--- src/include/lbe_pkg.sv ---
// package for the ladder bit logic evaluator: opcodes, forms, sizes
package lbe_pkg;

	localparam int LBE_WORD_W    = 16;
	localparam int LBE_BITN_W    = 4;
	localparam int LBE_SLOT_W    = 8;
	localparam int LBE_SLOTS     = 256;
	localparam int LBE_STK_DEPTH = 8;
	localparam int LBE_DEPTH_W   = 4;
	localparam int LBE_OPC_W     = 10;

	localparam logic [LBE_DEPTH_W-1:0] LBE_DEPTH_RST = 4'h0;
	localparam logic [LBE_DEPTH_W-1:0] LBE_DEPTH_MAX = 4'h8;
	localparam logic [LBE_DEPTH_W-1:0] LBE_DEPTH_ONE = 4'h1;
	localparam logic                   LBE_COND_RST  = 1'b0;

	// opcode values; the low ones are an arbitrary internal encoding
	localparam logic [LBE_OPC_W-1:0] LBE_OPC_NOP      = 10'h000;
	localparam logic [LBE_OPC_W-1:0] LBE_OPC_LOAD     = 10'h001;
	localparam logic [LBE_OPC_W-1:0] LBE_OPC_LOAD_INV = 10'h002;
	localparam logic [LBE_OPC_W-1:0] LBE_OPC_AND      = 10'h003;
	localparam logic [LBE_OPC_W-1:0] LBE_OPC_AND_INV  = 10'h004;
	localparam logic [LBE_OPC_W-1:0] LBE_OPC_OR       = 10'h005;
	localparam logic [LBE_OPC_W-1:0] LBE_OPC_OR_INV   = 10'h006;
	localparam logic [LBE_OPC_W-1:0] LBE_OPC_SER_MRG  = 10'h007;
	localparam logic [LBE_OPC_W-1:0] LBE_OPC_PAR_MRG  = 10'h008;
	localparam logic [LBE_OPC_W-1:0] LBE_OPC_RUNG_END = 10'h3ff;
	localparam logic [LBE_OPC_W-1:0] LBE_OPC_WBIT     = 10'h15e;
	localparam logic [LBE_OPC_W-1:0] LBE_OPC_WBIT_INV = 10'h15f;
	localparam logic [LBE_OPC_W-1:0] LBE_OPC_NOT      = 10'h208;
	localparam logic [LBE_OPC_W-1:0] LBE_OPC_UP       = 10'h209;
	localparam logic [LBE_OPC_W-1:0] LBE_OPC_DOWN     = 10'h20a;

	typedef enum logic [1:0] {
		LBE_FORM_START    = 2'h0,
		LBE_FORM_SERIES   = 2'h1,
		LBE_FORM_PARALLEL = 2'h2
	} lbe_form_t;

	typedef struct packed {
		logic [LBE_OPC_W-1:0]  opcode;
		lbe_form_t             form;
		logic                  bit_val;
		logic [LBE_WORD_W-1:0] src_word;
		logic [LBE_BITN_W-1:0] bit_num;
		logic [LBE_SLOT_W-1:0] slot;
	} lbe_instr_t;

endpackage

--- src/rtl/lbe_evaluator.sv ---
// ladder bit logic evaluator: execution condition, block stack, edge memory
`timescale 1ns/1ps
module lbe_evaluator
	import lbe_pkg::*;
(
	input  wire logic                   clk_sys,
	input  wire logic                   sys_rst,
	input  wire logic                   instr_valid,
	input  wire lbe_instr_t             instr,
	output logic                        cond_r,
	output logic                        done_r,
	output logic                        block_live_r,
	output logic [LBE_DEPTH_W-1:0]      depth_r,
	output logic                        overflow_r,
	output logic                        underflow_r
);

	logic                   cond_nxt;
	logic [LBE_DEPTH_W-1:0] depth_nxt;
	logic                   live_nxt;
	logic                   stk_r [LBE_STK_DEPTH];
	logic [LBE_SLOTS-1:0]   prev_r;

	wire is_wbt   = instr.opcode == LBE_OPC_WBIT;
	wire is_wbti  = instr.opcode == LBE_OPC_WBIT_INV;
	wire f_start  = instr.form == LBE_FORM_START;
	wire f_series = instr.form == LBE_FORM_SERIES;
	wire f_par    = instr.form == LBE_FORM_PARALLEL;

	// word tests reuse the plain forms; only the operand source differs
	wire use_word = is_wbt | is_wbti;
	wire word_bit = instr.src_word[instr.bit_num];
	wire opnd     = use_word ? word_bit : instr.bit_val;

	wire d_load = instr.opcode == LBE_OPC_LOAD     | (is_wbt & f_start);
	wire d_ldn  = instr.opcode == LBE_OPC_LOAD_INV | (is_wbti & f_start);
	wire d_and  = instr.opcode == LBE_OPC_AND      | (is_wbt & f_series);
	wire d_andn = instr.opcode == LBE_OPC_AND_INV  | (is_wbti & f_series);
	wire d_or   = instr.opcode == LBE_OPC_OR       | (is_wbt & f_par);
	wire d_orn  = instr.opcode == LBE_OPC_OR_INV   | (is_wbti & f_par);
	wire d_smrg = instr.opcode == LBE_OPC_SER_MRG;
	wire d_pmrg = instr.opcode == LBE_OPC_PAR_MRG;
	wire d_not  = instr.opcode == LBE_OPC_NOT;
	wire d_up   = instr.opcode == LBE_OPC_UP;
	wire d_down = instr.opcode == LBE_OPC_DOWN;
	wire d_end  = instr.opcode == LBE_OPC_RUNG_END;

	wire go_load = instr_valid & d_load;
	wire go_ldn  = instr_valid & d_ldn;
	wire go_and  = instr_valid & d_and;
	wire go_andn = instr_valid & d_andn;
	wire go_or   = instr_valid & d_or;
	wire go_orn  = instr_valid & d_orn;
	wire go_smrg = instr_valid & d_smrg;
	wire go_pmrg = instr_valid & d_pmrg;
	wire go_not  = instr_valid & d_not;
	wire go_up   = instr_valid & d_up;
	wire go_down = instr_valid & d_down;
	wire go_end  = instr_valid & d_end;

	wire go_start = go_load | go_ldn;
	wire go_merge = go_smrg | go_pmrg;

	// stack: a full stack drops the push but the new block still loads
	wire stk_full  = depth_r == LBE_DEPTH_MAX;
	wire stk_empty = depth_r == LBE_DEPTH_RST;
	wire do_push   = go_start & block_live_r & ~stk_full;
	wire ovf_ev    = go_start & block_live_r & stk_full;
	wire unf_ev    = go_merge & stk_empty;
	wire do_pop    = go_merge & ~stk_empty;

	wire [LBE_DEPTH_W-1:0] top_idx = depth_r - LBE_DEPTH_ONE;
	wire                   stk_top = stk_r[top_idx[2:0]];
	wire                   prev_sel = prev_r[instr.slot];

	wire c_load = opnd;
	wire c_ldn  = ~opnd;
	wire c_and  = cond_r & opnd;
	wire c_andn = cond_r & ~opnd;
	wire c_or   = cond_r | opnd;
	wire c_orn  = cond_r | ~opnd;
	wire c_smrg = stk_top & cond_r;
	wire c_pmrg = stk_top | cond_r;
	wire c_not  = ~cond_r;
	wire c_up   = cond_r & ~prev_sel;
	wire c_down = ~cond_r & prev_sel;

	assign cond_nxt =
		go_load ? c_load :
		go_ldn  ? c_ldn  :
		go_and  ? c_and  :
		go_andn ? c_andn :
		go_or   ? c_or   :
		go_orn  ? c_orn  :
		do_pop & go_smrg ? c_smrg :
		do_pop & go_pmrg ? c_pmrg :
		go_not  ? c_not  :
		go_up   ? c_up   :
		go_down ? c_down :
		go_end  ? LBE_COND_RST : cond_r;

	assign depth_nxt =
		go_end  ? LBE_DEPTH_RST :
		do_push ? depth_r + LBE_DEPTH_ONE :
		do_pop  ? depth_r - LBE_DEPTH_ONE : depth_r;

	assign live_nxt = go_end ? 1'b0 : (go_start ? 1'b1 : block_live_r);

	always_ff @(posedge clk_sys)
	begin
		if (sys_rst)
		begin
			cond_r       <= LBE_COND_RST;
			done_r       <= 1'b0;
			block_live_r <= 1'b0;
			depth_r      <= LBE_DEPTH_RST;
			overflow_r   <= 1'b0;
			underflow_r  <= 1'b0;
		end
		else
		begin
			cond_r       <= cond_nxt;
			done_r       <= instr_valid;
			block_live_r <= live_nxt;
			depth_r      <= depth_nxt;
			overflow_r   <= ovf_ev;
			underflow_r  <= unf_ev;
		end
	end

	genvar gi;
	generate
		for (gi = 0; gi < LBE_STK_DEPTH; gi++)
		begin : g_stk
			wire wr = do_push & (depth_r[2:0] == 3'(gi));
			always_ff @(posedge clk_sys)
			begin
				if (sys_rst)
					stk_r[gi] <= 1'b0;
				else if (wr)
					stk_r[gi] <= cond_r;
			end
		end
		// one remembered input per edge instance, kept across scans
		for (gi = 0; gi < LBE_SLOTS; gi++)
		begin : g_edge
			wire wr = (go_up | go_down) & (instr.slot == LBE_SLOT_W'(gi));
			always_ff @(posedge clk_sys)
			begin
				if (sys_rst)
					prev_r[gi] <= 1'b0;
				else if (wr)
					prev_r[gi] <= cond_r;
			end
		end
	endgenerate

	AST_LOAD: assert property (@(posedge clk_sys) disable iff (sys_rst)
		go_load |=> cond_r == $past(opnd) && block_live_r)
		else $error("load did not copy operand");

	AST_LOAD_INV: assert property (@(posedge clk_sys) disable iff (sys_rst)
		go_ldn |=> cond_r == !$past(opnd))
		else $error("inverted load wrong");

	AST_AND: assert property (@(posedge clk_sys) disable iff (sys_rst)
		go_and |=> cond_r == ($past(cond_r) && $past(opnd)))
		else $error("series and wrong");

	AST_AND_INV: assert property (@(posedge clk_sys) disable iff (sys_rst)
		go_andn |=> cond_r == ($past(cond_r) && !$past(opnd)))
		else $error("series and-inverted wrong");

	AST_OR: assert property (@(posedge clk_sys) disable iff (sys_rst)
		go_or |=> cond_r == ($past(cond_r) || $past(opnd)))
		else $error("parallel or wrong");

	AST_OR_INV: assert property (@(posedge clk_sys) disable iff (sys_rst)
		go_orn |=> cond_r == ($past(cond_r) || !$past(opnd)))
		else $error("parallel or-inverted wrong");

	AST_SER_MERGE: assert property (@(posedge clk_sys) disable iff (sys_rst)
		go_smrg && !stk_empty |=> cond_r == ($past(stk_top) && $past(cond_r))
			&& depth_r == $past(depth_r) - LBE_DEPTH_ONE)
		else $error("series merge wrong");

	AST_PAR_MERGE: assert property (@(posedge clk_sys) disable iff (sys_rst)
		go_pmrg && !stk_empty |=> cond_r == ($past(stk_top) || $past(cond_r)))
		else $error("parallel merge wrong");

	AST_NOT: assert property (@(posedge clk_sys) disable iff (sys_rst)
		go_not |=> cond_r != $past(cond_r))
		else $error("invert did not flip condition");

	AST_UP: assert property (@(posedge clk_sys) disable iff (sys_rst)
		go_up ##1 (instr_valid && d_up && instr.slot == $past(instr.slot)
			&& cond_r == $past(cond_r)) |=> !cond_r)
		else $error("rising pulse lasted more than one pass");

	AST_DOWN: assert property (@(posedge clk_sys) disable iff (sys_rst)
		go_down |=> cond_r == (!$past(cond_r) && $past(prev_sel))
			&& prev_r[$past(instr.slot)] == $past(cond_r))
		else $error("falling pulse wrong");

	AST_WBIT: assert property (@(posedge clk_sys) disable iff (sys_rst)
		instr_valid && is_wbt && f_start |=> cond_r == $past(word_bit))
		else $error("word bit test wrong");

	AST_WBIT_INV: assert property (@(posedge clk_sys) disable iff (sys_rst)
		instr_valid && is_wbti && f_series |=> cond_r == ($past(cond_r) && !$past(word_bit)))
		else $error("inverted word bit test wrong");

	AST_PUSH: assert property (@(posedge clk_sys) disable iff (sys_rst)
		do_push |=> depth_r == $past(depth_r) + LBE_DEPTH_ONE
			&& stk_r[$past(depth_r[2:0])] == $past(cond_r))
		else $error("pending block not saved");

	AST_LOAD_INV_LIVE: assert property (@(posedge clk_sys) disable iff (sys_rst)
		go_ldn |=> block_live_r)
		else $error("inverted load did not open a block");

	AST_NO_PUSH_FIRST: assert property (@(posedge clk_sys) disable iff (sys_rst)
		go_start && !block_live_r
			|=> depth_r == $past(depth_r))
		else $error("first block pushed a result");

	AST_OVERFLOW: assert property (@(posedge clk_sys) disable iff (sys_rst)
		go_start && block_live_r && stk_full |=> overflow_r
			&& depth_r == LBE_DEPTH_MAX)
		else $error("full stack not flagged");

	AST_UNDERFLOW: assert property (@(posedge clk_sys) disable iff (sys_rst)
		go_merge && stk_empty |=> underflow_r && depth_r == LBE_DEPTH_RST
			&& cond_r == $past(cond_r))
		else $error("merge on empty stack changed state");

	AST_PAR_DEPTH: assert property (@(posedge clk_sys) disable iff (sys_rst)
		go_pmrg && !stk_empty |=> depth_r == $past(depth_r) - LBE_DEPTH_ONE)
		else $error("parallel merge did not pop");

	AST_UP_VALUE: assert property (@(posedge clk_sys) disable iff (sys_rst)
		go_up |=> cond_r == ($past(cond_r) && !$past(prev_sel))
			&& prev_r[$past(instr.slot)] == $past(cond_r))
		else $error("rising pulse wrong");

	AST_WBIT_AND: assert property (@(posedge clk_sys) disable iff (sys_rst)
		instr_valid && is_wbt && f_series |=> cond_r == ($past(cond_r) && $past(word_bit)))
		else $error("series word bit test wrong");

	AST_WBIT_OR: assert property (@(posedge clk_sys) disable iff (sys_rst)
		instr_valid && is_wbt && f_par |=> cond_r == ($past(cond_r) || $past(word_bit)))
		else $error("parallel word bit test wrong");

	AST_WBIT_INV_START: assert property (@(posedge clk_sys) disable iff (sys_rst)
		instr_valid && is_wbti && f_start |=> cond_r == !$past(word_bit))
		else $error("inverted word bit start wrong");

	AST_WBIT_INV_OR: assert property (@(posedge clk_sys) disable iff (sys_rst)
		instr_valid && is_wbti && f_par
			|=> cond_r == ($past(cond_r) || !$past(word_bit)))
		else $error("inverted parallel word bit test wrong");

	AST_DONE: assert property (@(posedge clk_sys) disable iff (sys_rst)
		instr_valid |=> done_r)
		else $error("done missing after instruction");

	AST_DONE_PULSE: assert property (@(posedge clk_sys) disable iff (sys_rst)
		!instr_valid |=> !done_r)
		else $error("done without instruction");

	AST_IDLE_HOLD: assert property (@(posedge clk_sys) disable iff (sys_rst)
		!instr_valid |=> cond_r == $past(cond_r)
			&& depth_r == $past(depth_r) && block_live_r == $past(block_live_r))
		else $error("state moved without instruction");

	AST_NO_FLAGS: assert property (@(posedge clk_sys) disable iff (sys_rst)
		!instr_valid |=> !overflow_r && !underflow_r)
		else $error("stack flag without instruction");

	AST_RUNG_CLEAR: assert property (@(posedge clk_sys) disable iff (sys_rst)
		go_end |=> !cond_r && !block_live_r && depth_r == LBE_DEPTH_RST)
		else $error("rung end did not clear");

	AST_MERGE_LIVE: assert property (@(posedge clk_sys) disable iff (sys_rst)
		go_merge |=> block_live_r == $past(block_live_r))
		else $error("merge changed block state");

endmodule

--- config.mk ---
export PLATFORM = sky130hd
export DESIGN_NAME = lbe_evaluator
export DESIGN_NICKNAME = d
export VERILOG_FILES = /design/src/include/lbe_pkg.sv /design/src/rtl/lbe_evaluator.sv
export SDC_FILE = /design/constraint.sdc
export NUM_CORES = 1
export LEC_CHECK = 0
export BUFFER_PORTS_ARGS = -buffer_cell sky130_fd_sc_hd__buf_2
export CAP_MARGIN = 20
export CORE_UTILIZATION = 30
export DETAILED_ROUTE_END_ITERATION = 10
export GPL_ROUTABILITY_DRIVEN = 0
export SYNTH_ARGS = -nofsm -noshare
export SYNTH_HDL_FRONTEND = slang
export SYNTH_SLANG_ARGS = --single-unit
--- constraint.sdc ---
create_clock -name clk_sys -period 2.4 [get_ports clk_sys]
set_input_delay 0.12 -clock clk_sys [delete_from_list [all_inputs] [get_ports clk_sys]]
set_output_delay 0.12 -clock clk_sys [all_outputs]
set_load 0.005 [all_outputs]
==> results of run 1 <==
## registers in the layout (all words and copies together), names as in the netlist
name and flops:
stk_r 8, depth_r 4, prev_r 256, cond_r 1
underflow_r 1, done_r 1, overflow_r 1, block_live_r 1
## stage by stage
step	setup slack, ns	instance area (um^2)	power, mW	setup TNS [ns]	hold WS (ns)
2_1_floorplan	0.0910	14100	5.04	0	0.404
3_3_place_gp	-0.360	15900	5.29	-0.457	0.349
3_5_place_dp	-0.354	15900	5.30	-0.570	0.345
4_1_cts	-0.0308	17100	10.1	-0.0308	0.121
5_1_grt	-0.103	17100	10.4	-0.103	0.146
6_report	-0.0586	17100	10.1	-0.0586	0.120
## layer usage
metal	up-vias	global-route usage	routed length, um
li1	6197	-	-
met1	6741	0.272	20900
met2	598	0.316	22400
met3	109	0.0244	3570
met4	2	0.0718	1790
met5	-	0	17
## worst max path at each step
| stage | start | to |
|---|---|---|
| 2_1_floorplan | depth_r[0]$_SDFFE_PP0P_ | cond_r$_SDFFE_PP0P_ |
| 5_1_grt | prev_r[43]$_SDFFE_PP0P_ | cond_r$_SDFFE_PP0P_ |
| 3_3_place_gp | instr[1] | cond_r$_SDFFE_PP0P_ |
| 3_5_place_dp | instr[1] | cond_r$_SDFFE_PP0P_ |
| 6_report | prev_r[106]$_SDFFE_PP0P_ | cond_r$_SDFFE_PP0P_ |
| 4_1_cts | prev_r[41]$_SDFFE_PP0P_ | cond_r$_SDFFE_PP0P_ |
## worst max-delay path, cell delays in order, from the launching register on
cell,delay [ns]
sky130_fd_sc_hd__dfxtp_1,0.32
sky130_fd_sc_hd__mux4_2,0.47
sky130_fd_sc_hd__mux4_2,0.47
sky130_fd_sc_hd__o211ai_1,0.33
sky130_fd_sc_hd__o2111ai_1,0.34
sky130_fd_sc_hd__a311oi_2,0.36
sky130_fd_sc_hd__nor2_1,0.06
## cells by family (layout without fill, tap and decap cells)
| logic type | count (synthesis) | in the layout | synth area share |
|---|---|---|---|
| and+or+nand+nor | 543 | 543 | 0.195 |
| AOI/OAI and AO/OA | 542 | 542 | 0.205 |
| DFF | 273 | 273 | 0.395 |
| xor gates and xnor gates | 4 | 4 | 0.00249 |
| muxes | 99 | 99 | 0.134 |
| adders and majority gates | 7 | 7 | 0.00623 |
| buffers and inverters | 184 | 275 | 0.0620 |
## final cells by class
type	instances	area share
multi-input combinational	1195	0.452
clock inverter	13	0.00828
clock buffer	43	0.0528
timing repair buffer	211	0.116
tap	600	0.0440
inverter	8	0.00176
sequential	273	0.325
## power breakdown
group / internal, mW / switching, mW / total (mW) / leakage [nW]
logic: 0.243 / 0.418 / 0.661 / 2.95
registers: 4.55 / 0.00179 / 4.56 / 2.22
clock network: 2.92 / 1.98 / 4.89 / 0.526
## timing repair
item / 4_1_cts / 5_1_grt
hold endpoints to repair: 4 / 0
endpoints found under the setup margin: 1 / 1
cloned: 0 / 0
hold buffers: 2 / 0
pin swaps: 4 / 0
resized for setup: 11 / 1
setup buffers: 0 / 0
## cells in the final DEF (no fill, tap or decap), types with 3 or more instances in the layout
master	n
sky130_fd_sc_hd__a211oi_1	4
sky130_fd_sc_hd__a21boi_0	3
sky130_fd_sc_hd__a21o_1	7
sky130_fd_sc_hd__a21oi_1	254
sky130_fd_sc_hd__a22oi_1	3
sky130_fd_sc_hd__a31oi_1	3
sky130_fd_sc_hd__and2_1	6
sky130_fd_sc_hd__and3_1	10
sky130_fd_sc_hd__buf_12	41
sky130_fd_sc_hd__buf_2	50
sky130_fd_sc_hd__buf_4	117
sky130_fd_sc_hd__bufinv_16	3
sky130_fd_sc_hd__clkbuf_1	4
sky130_fd_sc_hd__clkbuf_16	31
sky130_fd_sc_hd__clkbuf_8	9
sky130_fd_sc_hd__clkinv_2	9
sky130_fd_sc_hd__dfxtp_1	262
sky130_fd_sc_hd__edfxtp_1	8
sky130_fd_sc_hd__ha_1	5
sky130_fd_sc_hd__inv_1	8
sky130_fd_sc_hd__mux2_2	6
sky130_fd_sc_hd__mux2i_1	22
sky130_fd_sc_hd__mux4_1	4
sky130_fd_sc_hd__mux4_2	66
sky130_fd_sc_hd__nand2_1	97
sky130_fd_sc_hd__nand2b_1	15
sky130_fd_sc_hd__nand3_1	278
sky130_fd_sc_hd__nand3b_1	3
sky130_fd_sc_hd__nand4_1	6
sky130_fd_sc_hd__nor2_1	52
sky130_fd_sc_hd__nor2b_1	13
sky130_fd_sc_hd__nor3_1	20
sky130_fd_sc_hd__nor3_2	9
sky130_fd_sc_hd__nor4_1	7
sky130_fd_sc_hd__o21ai_0	234
sky130_fd_sc_hd__o221ai_1	3
sky130_fd_sc_hd__o22ai_1	8
sky130_fd_sc_hd__or2_2	5
==> results.txt, run 1 <==
- The flow ran to the end, but the final reports show violations.
- The final reports fail on negative setup slack.
* Warnings from Yosys: 0
- Antenna diodes: 0
- Slew at the pin closest to its max-slew limit: slightly below 0.8 ns
- In this run the number of H-tree levels came out at 1.
* Path class of the lowest-slack min-delay path: in2reg
* Largest fanout on the critical path: 2
- The worst setup path is captured at a flip-flop.
- Clock Sink Count: 273
* Port buffer count: 52
- Number of antenna violations at the first check in global routing: 2
- Area of all sequential standard cells: roughly 5600 um^2
* Worst R2R End: cond_r$_SDFFE_PP0P_
- Final setup vio count: 1
- Drt via density: ~5.8
- The final layout contains 1770 nets.
- The longest clock path from root to sink contains 3 buffers.
- Post-synthesis instance area: 14100 um^2
- Floorplan row count: 78
- TritonCTS built the clock tree.
- Pin count of the biggest net entering global routing: 158
* Number of cells traversed by the worst register-to-register path: 6
- RR Startpoint: prev_r[106]$_SDFFE_PP0P_
* Shortest clock period the worst path allows after layout: 2.46 ns
- Critical Path RT: 2.85 ns
- After the first detailed-routing iteration, the DRC count stood at 1806.
- Highest achievable clock rate: slightly above 400 MHz
- STA puts the critical path data arrival time at 2.91 ns.
- Vias in the first global route: 12700
* Clock slew seen by the registers of the worst setup and hold paths: 0.06 ns
- Distinct cells, synth: 69
- Sequential area share after synthesis: 0.395
- The analysis attributes to cell leakage a power of 5.69 nW.
* Floorplan die width: ~220 um
- Of the cells placed in the final design, the portion with a size suffix greater than 1 is 0.217.
- Synthesis handed over a netlist of 1652 instances.
* Area Growth Syn to Fin: 21.5%
* Clock tree root buffer cell: sky130_fd_sc_hd__clkbuf_16
* Register-to-Register Setup Slack: -0.06 ns
* Peak ir drop on the vdd network: 0.000561 V
- Worst-case headroom to the max-slew limit: 0.472
* Die Area: approximately 48000 um^2
- For the worst-skew pair, the clock arrives at the later sink with an insertion delay of 0.56 ns.
- Half-perimeter wire length after placement: ~30000 um
- Number of max-slew violations in the final report: 0
* Overall Global Routing Usage: 0.198
- First-pass iteration count of the detailed router: 5
- Of the available clock period, the critical path in the final layout requires 1.02.
- In the final layout, the multi-input gates occupy 7710 um^2.
* Global-route wire length before repair: 74600 um
- The setup path with the least slack is of type reg2reg.
- Post-Synthesis Net Count: 1703
- Max-cap violation count: 0
- Number of stages on the worst hold path: 5
- Top cells by area in the synthesized netlist: sky130_fd_sc_hd__dfxtp_1 38%, sky130_fd_sc_hd__mux4_2 11%, sky130_fd_sc_hd__nand3_1 9.9%
* Type of origin of the critical path: flip-flop
- Power density normalized to cell area: between 500 and 600 nW/um^2
- Final non-filler cell total: 2343
- Syn Area/Cell: between 8 and 9 um^2
- The total overflow left after global routing is 0.
- The path with the worst hold slack has its endpoint at underflow_r$_SDFF_PP0_.
* Synth top area share: 0.378
* Drt drc: 0
* Ports: 53
* Fin util: 0.373
* Number of placed cells counting well taps: 2285
- In this run the remaining antenna-violating nets after routing total 0.
* Share of flip-flops with an asynchronous set or reset after synthesis: 0
- Synthesis-stage register bit count: approximately 270
- Average wire per standard cell: 20.8 um
* Post-synth top cells: 278 x sky130_fd_sc_hd__nand3_1, 265 x sky130_fd_sc_hd__dfxtp_1, 255 x sky130_fd_sc_hd__a21oi_1, 234 x sky130_fd_sc_hd__o21ai_0, 125 x sky130_fd_sc_hd__clkbuf_1
* CTS buffer count: 30
- Worst Clk Skew: 0.0114 ns
* Worst hold start: instr[33]
- Number of fill cells: 4540
* Die height: 218 um
- Final count of hold timing violations: 0
* Most repeated cell in the gate-level netlist after synthesis: sky130_fd_sc_hd__nand3_1
- Synth area leader: sky130_fd_sc_hd__dfxtp_1
* RSZ-0062 raised after global routing: yes
- For this configuration, the core starts out at a cell density of 0.307.
* Crit path setup slack, layout: -0.0586 ns
- Routed WL: 48700 um
- Counting flops with a built-in enable in the synthesized netlist gives 8.
- The region available for standard cell placement spans 45800 um^2.
- Via Count: 13600
* Most used flip-flop cell after synthesis: sky130_fd_sc_hd__dfxtp_1
Power figures use the tool's default switching activity.
==> inputs of run 2 (changes only) <==
REMOVE_ABC_BUFFERS = 1   (was unset)
==> results.txt, run 2 (synthesized netlist as in run 1, its figures left out) <==
- The number of hold violations in the final report came to 0 (unchanged).
- Pin count of the biggest net entering global routing: 153 (-3.2%)
- RSZ-0062 raised after global routing: yes
- Floorplan Core Area: 45800 um^2 (unchanged)
- Nets: 1783 (+0.73%)
- The diode insertion count for antenna repair is 0 (unchanged).
* Half-perimeter wire length after placement: 30100 um (-2.6%)
* Number of stages on the worst hold path: 5 (unchanged)
* Most common library cell in the layout ignoring fill and taps: sky130_fd_sc_hd__nand3_1
- The initial cell density of the core is 0.307 (unchanged).
- Vias in the first global route: 12800 (+0.80%)
- The number of placed I/O pins was 53 (unchanged).
- Endpoint type of the worst setup path: flip-flop
* Via Count: 13600 (-0.69%)
* Failing checks: negative setup slack
* Drt via density: 5.76 (-1.1%)
- The final setup violation count is 1 (unchanged).
- The clock insertion delay at the later pin of the skew report is 0.61 ns (+0.05 ns).
* Share of post-route cells with drive strength above 1: 0.216 (-0.00111)
* Worst Hold Path EP: underflow_r$_SDFF_PP0_
* Average wire per standard cell: 20.1 um (-3.0%)
- The peak clock frequency supported by timing was 413 MHz (+1.6%).
* Peak ir drop on the vdd network: 0.000513 V (-8.6%)
- Fin util: 0.370 (-0.00295)
- Clock Sink Count: 273 (unchanged)
* Commonest cells after routing, fill and taps aside: 278 x sky130_fd_sc_hd__nand3_1, 264 x sky130_fd_sc_hd__dfxtp_1, 255 x sky130_fd_sc_hd__a21oi_1, 234 x sky130_fd_sc_hd__o21ai_0, 144 x sky130_fd_sc_hd__buf_4
* Largest fanout on the critical path: 2 (unchanged)
- The power per standard cell area was 580 nW/um^2 (-2.1%).
- The routed wire length on met2 came to 22900 um (+1.9%).
* Htree depth: 1 (unchanged)
* Number of cells traversed by the worst register-to-register path: 9 (+3)
- The number of routed nets with antenna violations is 0 (unchanged).
- Routed WL: 47400 um (-2.6%)
- The routed length on met3 is 3580 um (+0.34%).
- The worst register-to-register path begins at prev_r[44]$_SDFFE_PP0P_.
- The run finished, with violations left.
- Number of fill cells: 4506 (-0.75%)
- The die height was 218 um (unchanged).
- The largest registers in the layout are prev_r: 256 flops, stk_r: 8 flops, depth_r: 4 flops.
- Leakage power figure: 5.63 nW (-1.1%)
- The count of max-cap constraint violations is 0 (unchanged).
- The wire length of the first global-routing pass is 74000 um (-0.80%).
* Highest routing layer actually used: met4
- Drt drc: 0 (unchanged)
* Die Area: 47700 um^2 (unchanged)
- STA classifies the critical path startpoint as a flip-flop.
- The count of buffers added by post-CTS timing repair for setup came to 0 (unchanged).
- Worst hold start: instr[39]
- Worst Clk Skew: 0.0469 ns (+0.0355 ns)
* Shortest clock period the worst path allows after layout: 2.42 ns (-0.0385 ns)
- Worst R2R End: cond_r$_SDFFE_PP0P_
- Floorplan row count: 78 (unchanged)
- Maximum root-to-sink buffer count: 3 (unchanged)
* Area Growth Syn to Fin: 20.5%
- The remaining max-slew budget at the tightest pin came to 0.318 (-0.154).
- Clock tree root buffer cell: sky130_fd_sc_hd__clkbuf_16
* Largest stage delay on the critical path: 0.52 ns (+0.05 ns)
* Crit Path Category: reg2reg
- Worst-path cell with the longest stage delay: sky130_fd_sc_hd__mux4_2
- Crit path DAT: 2.91 ns (about the same)
* Detailed-route wire length on metal 1: 19300 um (-7.4%)
* Path class of the lowest-slack min-delay path: in2reg
- Port buffer count: 52 (unchanged)
* Crit path setup slack, layout: -0.0201 ns (+0.0385 ns)
- The die width is 218 um (unchanged).
- The flip-flop count of the largest register after layout was 256 (unchanged).
- The pin slew with the least headroom to its limit is 1.02 ns (+0.231 ns).
- The tightest hold margin came to 0.0994 ns (-0.0201 ns).
- The data required time of the critical path came to 2.89 ns (+0.04 ns).
- Sum of overflow across all layers after global routing: 0 (unchanged)
* Overall Global Routing Usage: 0.196 (-0.00164)
* TritonCTS clock tree: done
- The critical path goes through mux4_2, mux4_2, nor2_4, o41ai_2, a41oi_2, o41ai_2, a21oi_1, a311oi_2, nor2_1.
- The number of detailed-routing iterations run before antenna repair came to 5 (unchanged).
* Number of antenna violations at the first check in global routing: 0 (-2)
* Share of the clock period used by the worst path: 1.01 (-0.0160)
* Register-to-Register Setup Slack: -0.02 ns (+0.04 ns)
* Initial DRC Count: 1635 (-9.5%)
- Number of max-slew violations in the final report: 0 (unchanged)
- Largest reg by FF count: prev_r
* CTS buffer count: 30 (unchanged)
* Clock slew seen by the registers of the worst setup and hold paths: 0.06 ns (about the same)
run 2: stage by stage:
step | worst slack [ns] | TNS [ns] | instances | instance area (um^2) | power (mW)
final | -0.0201 | -0.0201 | 2352 | 16900 | 9.82
after global routing | -0.153 | -0.153 | 2352 | 16900 | 10.1
after CTS | -0.0182 | -0.0182 | 2352 | 16900 | 9.89
after detailed placement | -0.311 | -0.572 | 2298 | 15900 | 5.30
after global placement | -0.317 | -0.452 | 2298 | 15900 | 5.29
after floorplan | -3.32 | -657.60 | 1476 | 13200 | 4.87
run 2: worst max-delay path by stage:
stage / start / end / slack [ns] / cells after the start
4_1_cts: prev_r[46]$_SDFFE_PP0P_ / cond_r$_SDFFE_PP0P_ / -0.02 / 8
6_report: prev_r[44]$_SDFFE_PP0P_ / cond_r$_SDFFE_PP0P_ / -0.02 / 9
3_5_place_dp: instr[1] / cond_r$_SDFFE_PP0P_ / -0.31 / 9
5_1_grt: prev_r[46]$_SDFFE_PP0P_ / cond_r$_SDFFE_PP0P_ / -0.15 / 9
2_1_floorplan: cond_r$_SDFFE_PP0P_ / cond_r$_SDFFE_PP0P_ / -3.32 / 5
3_3_place_gp: instr[1] / cond_r$_SDFFE_PP0P_ / -0.32 / 9
run 2: report_power, final:
part	switching, mW	total [mW]	internal [mW]	leakage, nW
sequential	0.00167	4.56	4.56	2.22
combinational	0.420	0.665	0.245	2.94
clock	1.94	4.60	2.65	0.476
total	2.36	9.82	7.46	5.63
run 2: final cells by class:
type / count / area (um^2) / share of cell area
Clock inverter: 5 / 78.8 / 0.00465
Timing Repair Buffer: 224 / 1910 / 0.113
Sequential cell: 273 / 5550 / 0.328
Clock buffer: 47 / 895 / 0.0528
Tap cell: 600 / 751 / 0.0443
Multi-Input combinational cell: 1195 / 7730 / 0.456
Inverter: 8 / 30.0 / 0.00177
run 2: worst max-delay path: cells and delay by family, from the launching register on:
kind / cells / cell delay [ns]
multiplexers: 2 / 0.99
AO/OA/AOI/OAI: 5 / 0.80
flip-flops: 1 / 0.31
AND/OR/NAND/NOR: 2 / 0.25
run 2: repair_timing:
| item | 4_1_cts | 5_1_grt |
|---|---|---|
| pin swaps | 5 | 3 |
| hold buffers | 2 | 0 |
| hold endpoints to repair | 21 | 0 |
| resized for setup | 12 | 0 |
| gates cloned | 0 | 0 |
| endpoints found under the setup margin | 1 | 1 |
run 2: per-layer routing:
| metal | vias up | GRT usage |
|---|---|---|
| li1 | 6221 | - |
| met3 | 111 | 0.0271 |
| met5 | - | 0 |
| met4 | 0 | 0.0828 |
| met2 | 601 | 0.323 |
| met1 | 6620 | 0.256 |
==> inputs of run 3 (changes only) <==
PLACE_DENSITY_LB_ADDON = 0.08   (was unset)
==> results.txt, run 3 (synthesized netlist as in run 1, its figures left out) <==
- Post-Layout Inst Area: 17400 um^2 (+2.9%)
- Cell area after placement: 16200 um^2 (+1.9%)
* Die height: 218 um (unchanged)
* Floorplan Core Area: 45800 um^2 (unchanged)
- Port buffer count: 52 (unchanged)
* Share of post-route cells with drive strength above 1: 0.230 (+0.0147)
- The wire length of the first global-routing pass is 82100 um (+11%).
* Antenna diodes: 0 (unchanged)
* First-pass iteration count of the detailed router: 6 (+1)
- Commonest cells after routing, fill and taps aside: 278 x sky130_fd_sc_hd__nand3_1, 261 x sky130_fd_sc_hd__dfxtp_1, 254 x sky130_fd_sc_hd__a21oi_1, 234 x sky130_fd_sc_hd__o21ai_0, 141 x sky130_fd_sc_hd__buf_4
* Antenna-violating nets left: 0 (unchanged)
- The number of antenna violations at the first check in global routing is 0 (unchanged).
- The utilization of the core after routing is 0.381 (+0.0107).
- Worst Clk Skew: 0.0324 ns (-0.0145 ns)
- The count of buffers added by post-CTS timing repair for setup was 0 (unchanged).
* Hold_ws: 0.152 ns (+0.0527 ns)
* Drt drc: 0 (unchanged)
* Sum of overflow across all layers after global routing: 0 (unchanged)
* Critical Path RT: 2.81 ns (-0.08 ns)
- The detail-routed net length per standard cell is 23.0 um (+14%).
- The clock-pin slew of the registers on the worst-case setup and hold paths was 0.06 ns (about the same).
- The remaining max-slew budget at the tightest pin was 0.434 (+0.116).
* Final count of hold timing violations: 0 (unchanged)
- Ports: 53 (unchanged)
- Number of max-slew violations in the final report: 0 (unchanged)
- Endpoint type of the worst setup path: flip-flop
- Leakage power figure: 5.87 nW (+4.3%)
- Crit path setup slack, layout: -0.0104 ns (+0.00977 ns)
- Slew at the pin closest to its max-slew limit: 0.849 ns (-0.174 ns)
* Drt via density: 5.66 (-1.8%)
- CTS buffer count: 35 (+17%)
- The maximum VDD drop came to 0.000366 V (-29%).
* Floorplan die width: 218 um (unchanged)
- Relative to the synthesized area, the layout overhead comes to 24.0%.
* Floorplan row count: 78 (unchanged)
- The H-tree depth came to 2 (+1).
* Run status: complete, but fails checks
- The initial cell density of the core is 0.307 (unchanged).
* Max-cap violation count: 0 (unchanged)
* Via Count: 13400 (-0.83%)
* Power density normalized to cell area: 607 nW/um^2 (+4.8%)
* Die Area: 47700 um^2 (unchanged)
- Most repeated library cell on the critical path: sky130_fd_sc_hd__mux4_2
* Number of flip-flops under the largest register name: 256 (unchanged)
- The final critical-path required period is 2.41 ns (-0.00977 ns).
- The count of nets after finishing is 1800 (+0.95%).
- The largest registers in the layout are prev_r: 256 flops, stk_r: 8 flops, depth_r: 4 flops.
- The worst setup path is of the reg2reg kind.
- The slowest stage of the critical path is the sky130_fd_sc_hd__mux4_2 cell.
* Overall Global Routing Usage: 0.228 (+0.0317)
- The worst hold path belongs to the class in2reg.
- Maximum root-to-sink buffer count: 3 (unchanged)
* Vias in the first global route: 12700 (-0.34%)
- Crit path cell chain: mux4_2, mux4_2, nor2_2, o41ai_1, a41oi_1, buf_4, o41ai_4, a311oi_2, nor2_1
* Clock Sink Count: 273 (unchanged)
- Half-perimeter wire length after placement: 34200 um (+14%)
* Pin count of the biggest net entering global routing: 143 (-6.5%)
- Failing checks: negative setup slack
- The worst slack at placement was -0.419 ns (-0.108 ns).
- The largest fanout on the critical path came to 2 (unchanged).
* Share of the clock period used by the worst path: 1.00 (-0.00407)
* Type of origin of the critical path: flip-flop
- The final wirelength is 54700 um (+15%).
- CTS placed an instance of sky130_fd_sc_hd__clkbuf_16 at the clock tree root.
* Final setup vio count: 1 (unchanged)
* Insertion delay of the later-clocked pin in the worst-skew pair: 0.56 ns (-0.05 ns)
- TritonCTS built the clock tree.
* Initial DRC Count: 1157 (-29%)
- The count of fill cells added during filler insertion was 4613 (+2.4%).
* Most common library cell in the layout ignoring fill and taps: sky130_fd_sc_hd__nand3_1
- Largest stage delay on the critical path: 0.57 ns (+0.05 ns)
- The peak clock frequency supported by timing was 415 MHz (+0.41%).
- Setup repair after global routing could not meet its margin everywhere.
* Crit path DAT: 2.82 ns (-0.09 ns)
- Largest reg by FF count: prev_r
==> run 3: per-layer routing <==
metal | global-route usage | share of wire | vias to the layer above
li1 | - | - | 6274
met1 | 0.317 | 0.45 | 6619
met2 | 0.359 | 0.46 | 443
met3 | 0.0291 | 0.060 | 104
met4 | 0.0823 | 0.031 | 0
met5 | 0 | 0 | -
==> run 3: worst paths after layout <==
path | startpoint | to | cells after the start | slack [ns]
setup / recovery | prev_r[46]$_SDFFE_PP0P_ | cond_r$_SDFFE_PP0P_ | 9 | -0.01
hold / removal | instr[5] | prev_r[97]$_SDFFE_PP0P_ | 5 | 0.15
setup reg to reg | prev_r[46]$_SDFFE_PP0P_ | cond_r$_SDFFE_PP0P_ | 9 | -0.01
hold reg to reg | prev_r[30]$_SDFFE_PP0P_ | prev_r[30]$_SDFFE_PP0P_ | 2 | 0.45
==> run 3: power by group <==
| part | total [mW] | internal, mW | switching, mW |
|---|---|---|---|
| Combinational | 0.707 | 0.261 | 0.447 |
| Clock | 5.32 | 3.19 | 2.13 |
| Sequential | 4.56 | 4.56 | 0.00184 |
| Total | 10.6 | 8.01 | 2.57 |
==> run 3: repair_timing <==
action                     in CTS  in global routing
setup endpoints to repair       1                  1
pin swaps                       5                  6
cloned                          0                  0
hold endpoints to repair        1                  0
resized for setup               6                 11
hold buffers                    1                  0
==> run 3: cell type report <==
class	instances	area (um^2)	area share
multi-input cells	1195	7740	0.444
flip-flops and latches	273	5550	0.319
repair buffers	236	2190	0.126
clock buffers	52	1070	0.0615
well taps	600	751	0.0431
clock inverters	11	90.1	0.00517
inverters	8	30.0	0.00172
==> run 3: critical path: cells and delay by family, from the launching register on <==
kind | cells | cell delay, ns
multiplexers | 2 | 1.05
AND/OR/NAND/NOR | 2 | 0.17
flip-flops | 1 | 0.32
buffers and inverters | 1 | 0.17
AO/OA/AOI/OAI | 4 | 0.57
==> run 3: per-stage QoR <==
stage,total power [mW],setup TNS [ns],cells
6_report,10.6,-0.0104,2375
5_1_grt,10.9,-0.117,2375
4_1_cts,10.7,-0.0483,2374
3_5_place_dp,5.36,-7.15,2310
3_3_place_gp,5.35,-8.02,2310
2_1_floorplan,4.87,-657.60,1476
